### src/dda_pkg.sv
package dda_pkg;
  // ==========================================================
  // Channel window layout
  // ==========================================================
  localparam int DDA_WIN_BYTES = 16;
  localparam logic [3:0] DDA_OFS_ADDR = 4'h0;
  localparam logic [3:0] DDA_OFS_PAGE = 4'h2;
  localparam logic [3:0] DDA_OFS_COUNT = 4'h4;
  localparam logic [7:0] DDA_CFG_BASE_OFS = 8'h98;
  localparam logic [1:0] DDA_IDX_ADDR = 2'h0;
  localparam logic [1:0] DDA_IDX_COUNT = 2'h1;
  localparam logic [4:0] DDA_PAGE_BIT = 5'h10;

  // ==========================================================
  // Reset values and steps
  // ==========================================================
  localparam logic [15:0] DDA_ADDR_RST = 16'h0000;
  localparam logic [7:0] DDA_PAGE_RST = 8'h00;
  localparam logic [15:0] DDA_COUNT_RST = 16'h0000;
  localparam logic [15:0] DDA_STEP8 = 16'h0001;
  localparam logic [15:0] DDA_STEP16 = 16'h0002;
  localparam logic [15:0] DDA_ADDR_STEP = 16'h0001;

  typedef enum logic [0:0] {
    DDA_ST_IDLE = 1'b0,
    DDA_ST_RUN = 1'b1
  } dda_state_type;
endpackage

### src/dda_channel.sv
`timescale 1ns/1ps
module dda_channel
  import dda_pkg::*;
(
  input wire logic ref_clk,
  input wire logic rst,
  input wire logic [31:4] cfg_io_base,
  input wire logic [31:0] io_addr,
  input wire logic [3:0] io_be_n,
  input wire logic [31:0] io_wdata,
  input wire logic io_wr,
  input wire logic io_rd,
  output logic [31:0] io_rdata_r,
  output logic io_ack_r,
  input wire logic xfer_16bit,
  input wire logic address_direction_select,
  input wire logic addr_phase,
  input wire logic xfer_done,
  output logic [31:0] ad_out_r,
  output logic ad_oe_r,
  output logic tc_r,
  output logic active_r
);
  // The decode compares address bits 31:4, so only a sixteen byte window can be served.
  if (DDA_WIN_BYTES != 16) begin : g_win_check
    $error("dda_channel serves a sixteen byte window only");
  end

  // ==========================================================
  // Window decode
  // ==========================================================
  function automatic logic win_hit(input logic [31:0] a, input logic [31:4] b);
    win_hit = (a[31:4] == b);
  endfunction

  logic rd_hit;
  logic wr_hit;
  logic [1:0] idx;
  assign rd_hit = io_rd && win_hit(io_addr, cfg_io_base);
  assign wr_hit = io_wr && win_hit(io_addr, cfg_io_base);
  assign idx = io_addr[3:2];

  // ==========================================================
  // Channel state
  // ==========================================================
  logic [15:0] addr_r;
  logic [15:0] addr_nxt;
  logic [7:0] page_r;
  logic [7:0] page_nxt;
  logic [15:0] count_r;
  logic [15:0] count_nxt;
  dda_state_type state_r;
  dda_state_type state_nxt;
  logic tc_nxt;
  logic [15:0] step;
  logic count_wr;
  logic xfer_ok;

  assign step = xfer_16bit ? DDA_STEP16 : DDA_STEP8;
  assign count_wr = wr_hit && (idx == DDA_IDX_COUNT) && (io_be_n[1:0] != 2'h3);
  // A software write in the same cycle as a transfer wins; the transfer is dropped.
  assign xfer_ok = xfer_done && (state_r == DDA_ST_RUN) && !wr_hit;

  always_comb begin
    addr_nxt = addr_r;
    page_nxt = page_r;
    count_nxt = count_r;
    state_nxt = state_r;
    tc_nxt = 1'b0;
    if (wr_hit && idx == DDA_IDX_ADDR) begin
      if (!io_be_n[0]) begin
        addr_nxt[7:0] = io_wdata[7:0];
      end
      if (!io_be_n[1]) begin
        addr_nxt[15:8] = io_wdata[15:8];
      end
      if (!io_be_n[2]) begin
        page_nxt = io_wdata[23:16];
      end
    end
    if (count_wr) begin
      if (!io_be_n[0]) begin
        count_nxt[7:0] = io_wdata[7:0];
      end
      if (!io_be_n[1]) begin
        count_nxt[15:8] = io_wdata[15:8];
      end
      state_nxt = (count_nxt != 16'h0000) ? DDA_ST_RUN : DDA_ST_IDLE;
    end
    // Byte 3 of the first word and all of the third and fourth words fall through untouched.
    if (xfer_ok) begin
      if (address_direction_select) begin
        addr_nxt = addr_r - DDA_ADDR_STEP;
      end else begin
        addr_nxt = addr_r + DDA_ADDR_STEP;
      end
      if (count_r <= step) begin
        count_nxt = 16'h0000;
        state_nxt = DDA_ST_IDLE;
        tc_nxt = 1'b1;
      end else begin
        count_nxt = count_r - step;
      end
    end
  end

  always_ff @(posedge ref_clk) begin
    if (rst) begin
      addr_r <= DDA_ADDR_RST;
      page_r <= DDA_PAGE_RST;
      count_r <= DDA_COUNT_RST;
      state_r <= DDA_ST_IDLE;
      tc_r <= 1'b0;
      active_r <= 1'b0;
    end else begin
      addr_r <= addr_nxt;
      page_r <= page_nxt;
      count_r <= count_nxt;
      state_r <= state_nxt;
      tc_r <= tc_nxt;
      active_r <= (state_nxt == DDA_ST_RUN);
    end
  end

  // ==========================================================
  // Register read path
  // ==========================================================
  logic [31:0] rdata_nxt;
  logic ack_nxt;

  always_comb begin
    ack_nxt = rd_hit || wr_hit;
    rdata_nxt = 32'h0000_0000;
    if (rd_hit) begin
      case (idx)
        DDA_IDX_ADDR: begin
          rdata_nxt = {8'h00, page_r, addr_r};
        end
        DDA_IDX_COUNT: begin
          rdata_nxt = {16'h0000, count_r};
        end
        default: begin
          rdata_nxt = 32'h0000_0000;
        end
      endcase
    end
  end

  always_ff @(posedge ref_clk) begin
    if (rst) begin
      io_rdata_r <= 32'h0000_0000;
      io_ack_r <= 1'b0;
    end else begin
      io_rdata_r <= rdata_nxt;
      io_ack_r <= ack_nxt;
    end
  end

  // ==========================================================
  // Address phase drive
  // ==========================================================
  logic [31:0] ad_word;
  logic [31:0] ad_nxt;
  logic oe_nxt;

  dda_ad_format u_fmt (
    .cur_addr(addr_r),
    .page(page_r),
    .wide(xfer_16bit),
    .ad_word(ad_word)
  );

  always_comb begin
    oe_nxt = addr_phase && (state_r == DDA_ST_RUN);
    ad_nxt = oe_nxt ? ad_word : 32'h0000_0000;
  end

  always_ff @(posedge ref_clk) begin
    if (rst) begin
      ad_out_r <= 32'h0000_0000;
      ad_oe_r <= 1'b0;
    end else begin
      ad_out_r <= ad_nxt;
      ad_oe_r <= oe_nxt;
    end
  end
endmodule

### src/dda_ad_format.sv
`timescale 1ns/1ps
module dda_ad_format
  import dda_pkg::*;
(
  input wire logic [15:0] cur_addr,
  input wire logic [7:0] page,
  input wire logic wide,
  output logic [31:0] ad_word
);
  // ==========================================================
  // Address phase word
  // ==========================================================
  always_comb begin
    if (wide) begin
      // Page bit 0 is dropped because the word address already covers AD16.
      ad_word = {8'h00, page[7:1], cur_addr, 1'b0};
    end else begin
      ad_word = {8'h00, page, cur_addr};
    end
  end
endmodule

### config.mk
export PLATFORM = sky130hd
export DESIGN_NAME = dda_channel
export DESIGN_NICKNAME = d
export VERILOG_FILES = /design/src/dda_pkg.sv /design/src/dda_channel.sv /design/src/dda_ad_format.sv
export SDC_FILE = /design/constraint.sdc
export NUM_CORES = 1
export LEC_CHECK = 0
export BUFFER_PORTS_ARGS = -buffer_cell sky130_fd_sc_hd__buf_2
export CORE_MARGIN = 2
export CORE_UTILIZATION = 28
export DETAILED_ROUTE_END_ITERATION = 8
export PLACE_DENSITY = 0.52
export SYNTH_ARGS = -nofsm -noshare
export SYNTH_HDL_FRONTEND = slang
export SYNTH_SLANG_ARGS = --single-unit
### constraint.sdc
create_clock -name ref_clk -period 2.79 [get_ports ref_clk]
set_clock_uncertainty 0.05 [all_clocks]
set_input_delay 0.279 -clock ref_clk [delete_from_list [all_inputs] [get_ports ref_clk]]
set_output_delay 0.279 -clock ref_clk [all_outputs]
set_load 0.03 [all_outputs]
==> results.sh <==
export IMPL_outcome="completed"
export IMPL_antenna_cells=0
export IMPL_met1_usage=0.197
export IMPL_dp_slack_ns=0.169
export IMPL_final_hold_viol_count=0
export IMPL_numCtsBuffers=9
export IMPL_busiest_layer="met2"
export IMPL_top_level_ports=172
export IMPL_dp_hpwl_mm=11.1
export IMPL_netlist_area_um2=4980
export IMPL_cts_htree_levels=3
export IMPL_fin_total_pwr_mw=2.80
export IMPL_fin_crit_ns=2.47
export IMPL_avgViaCountPerCell=4.80
export IMPL_grt_met3_usage=0.0302
export IMPL_grt_pass1_wl_mm=22.5
export IMPL_io_buffer_count=144
export IMPL_slew_violations=0
export IMPL_crit_type="reg -> reg"
export IMPL_drive_above_1_share=0.270
export IMPL_grt_usage=0.154
export IMPL_grt_max_degree=30
export IMPL_powerDensity_nw_per_um2=446
export IMPL_grt_pass1_vias=4409
export IMPL_syn_avg_cell_area_um2=8.85
export IMPL_yosysWarnings=0
export IMPL_power_switching_uw=727
export IMPL_die_w_um=137
export IMPL_start_util=0.287
export IMPL_seq_power_share=0.468
export IMPL_synth_seq_cells=92
export IMPL_drt_iter0_drc=216
export IMPL_max_clock_path_buffers=2
export IMPL_place_gp_congestion=0.845
export IMPL_p_sw_frac=0.259
export IMPL_vias=4545
export IMPL_tightest_slew_ns=0.522
export IMPL_required_ns=3.01
export IMPL_critPathLaunchType="flop"
export IMPL_slowest_stage="dfxtp_1"
export IMPL_fmax_ghz=0.405
export IMPL_routedWlPerCell_um=15.5
export IMPL_area_delta_synth_final_pct=26.1
export IMPL_fin_tns_setup_ns=0
export IMPL_worstSkewPairLatency_ns=0.35
export IMPL_end_kind="flop"
export IMPL_cts_repair_resized=0
export IMPL_leakagePower_nw=2.72
export IMPL_post_cts_buffers=0
export IMPL_crit_chain="ha_1, nor2b_1, o2111ai_1, nand4_1, a31oi_1, o21ai_0, a21oi_1, o22ai_1, a311oi_2"
export IMPL_cp_startpoint="addr_r[2]"
export IMPL_cts_tree="yes"
export IMPL_hold_slack_ns=0.104
export IMPL_synthFlopType="dfxtp_1"
export IMPL_setup_violations=0
export IMPL_drt_total_wl_mm=14.6
export IMPL_reg2reg_from="addr_r[2]"
export IMPL_die_area_um2=18900
export IMPL_cts_num_sinks=92
export IMPL_max_stage_delay_ns=0.41
export IMPL_ant_nets=0
export IMPL_grtUsageMet2=0.261
export IMPL_drv_cap=0
export IMPL_path_clk_slew_ns=0.07
export IMPL_remaining_drc_errors=0
export IMPL_layout_setup_ws_ns=0.321
export IMPL_fin_util=0.362
export IMPL_synth_edff_count=0
export IMPL_ctsHoldBuffers=0
export IMPL_synth_seq_area_share=0.370
export IMPL_grt_overflow_total=0
export IMPL_synth_cell_type_count=57
export IMPL_drt_pass1_iterations=5
export IMPL_p_clk_frac=0.429
export IMPL_die_h_um=137
export IMPL_antenna_found_initial=0
export IMPL_min_path_cells=2
export IMPL_nets=839
export IMPL_fillCellCount=1821
export IMPL_reg2reg_depth=9
export IMPL_ctsRootBufferMaster="clkbuf_16"
export IMPL_slew_headroom=0.650
export IMPL_syn_inst=563
export IMPL_combPwrFrac=0.103
export IMPL_min_from="io_rd"
export IMPL_min_path_type="in -> reg"
export IMPL_core_region_area_um2=17400
export IMPL_num_rows=48
export IMPL_async_flop_share=0
export IMPL_vdd_drop_max_mv=0.365
export IMPL_grt_setup_unrepaired="false"
export IMPL_critPathMaxFanout=5
export IMPL_min_period_over_period=0.885
export IMPL_p_int_mw=2.08
export IMPL_worst_ep_arrival_time_ns=2.69
-- flip-flops by register name, summed over array words and instances (netlist names) --
name and flops:
addr_r 16, state_r 1, ad_oe_r 1, tc_r 1
io_ack_r 1, io_rdata_r 24, page_r 8, count_r 16
ad_out_r 24
-- worst max-delay path: cells and delay by family (launching register included) --
kind                       cells  cell delay (ns)
AOI/OAI and AO/OA              6             1.24
DFF                            1             0.41
and+or+nand+nor                2             0.39
adders and majority gates      1             0.29
-- cell usage in the layout (no fill, tap or decap), types with 9 or more instances in the layout --
cell,netlist,layout
nor2_1,85,85
a21oi_1,29,29
buf_4,16,20
inv_1,15,15
and2_1,17,17
o21ai_0,14,14
nand4_1,11,11
conb_1,1,16
nand2_1,25,25
xnor2_1,34,34
dfxtp_1,92,92
mux2i_1,56,56
ha_1,16,16
clkbuf_16,0,9
nor3_1,19,19
buf_2,1,144
nor4_1,11,11
a211oi_1,12,12
-- power groups by stage --
stage | logic, mW | registers (mW) | clock network, mW
after floorplan | 0.183 | 1.34 | 0
after global placement | 0.289 | 1.34 | 0
after detailed placement | 0.290 | 1.34 | 0
after CTS | 0.291 | 1.31 | 1.23
after global routing | 0.316 | 1.31 | 1.28
final | 0.290 | 1.31 | 1.20
-- Yosys cell counts (all sizes together) (12+ instances only) --
master / instances / area share
mux2i: 56 / 0.11
nor4: 14 / 0.025
o21ai: 14 / 0.014
a211oi: 12 / 0.018
xnor2: 34 / 0.060
inv: 15 / 0.011
and2: 17 / 0.021
nor2: 86 / 0.066
dfxtp: 92 / 0.37
buf: 20 / 0.027
ha: 16 / 0.040
a21oi: 29 / 0.029
nand2: 26 / 0.020
clkbuf: 16 / 0.012
nor3: 21 / 0.023
-- kinds of logic after synthesis --
| family | count (synthesis) | synth area share |
|---|---|---|
| AOI/OAI and AO/OA | 98 | 0.132 |
| xor gates and xnor gates | 41 | 0.0721 |
| adders and majority gates | 18 | 0.0482 |
| buffers and inverters | 51 | 0.0507 |
| DFF | 92 | 0.370 |
| muxes | 60 | 0.122 |
| other | 1 | 0.000753 |
| and+or+nand+nor | 202 | 0.204 |
-- final cells by class --
cell class              instances  area (um2)  share of cell area
inverters                      15        56.3             0.00896
multi-input cells             435        2950               0.469
clock buffers                  11         243              0.0386
well taps                     225         282              0.0448
flip-flops and latches         92        1840               0.293
repair buffers                164         871               0.139
clock inverters                 5        42.5             0.00677
-- through the flow --
step                instances  instance area (um2)
detailed placement        931                 6000
global route              947                 6280
finish                    947                 6280
CTS                       947                 6280
floorplan                 578                 5040
global placement          931                 6000
-- worst paths after layout --
path | to | slack, ns
min reg2reg | ad_out_r[18] | 0.42
max | addr_r[14] | 0.32
max reg2reg | addr_r[14] | 0.32
min | io_ack_r | 0.10
-- per-layer routing --
metal	wire, um	up-vias	part of all wire
met5	0	-	0
met4	172	0	0.012
met3	885	16	0.060
met2	6860	130	0.47
met1	6730	2103	0.46
li1	-	2296	-
No activity file was read; power rests on OpenSTA's default activity.
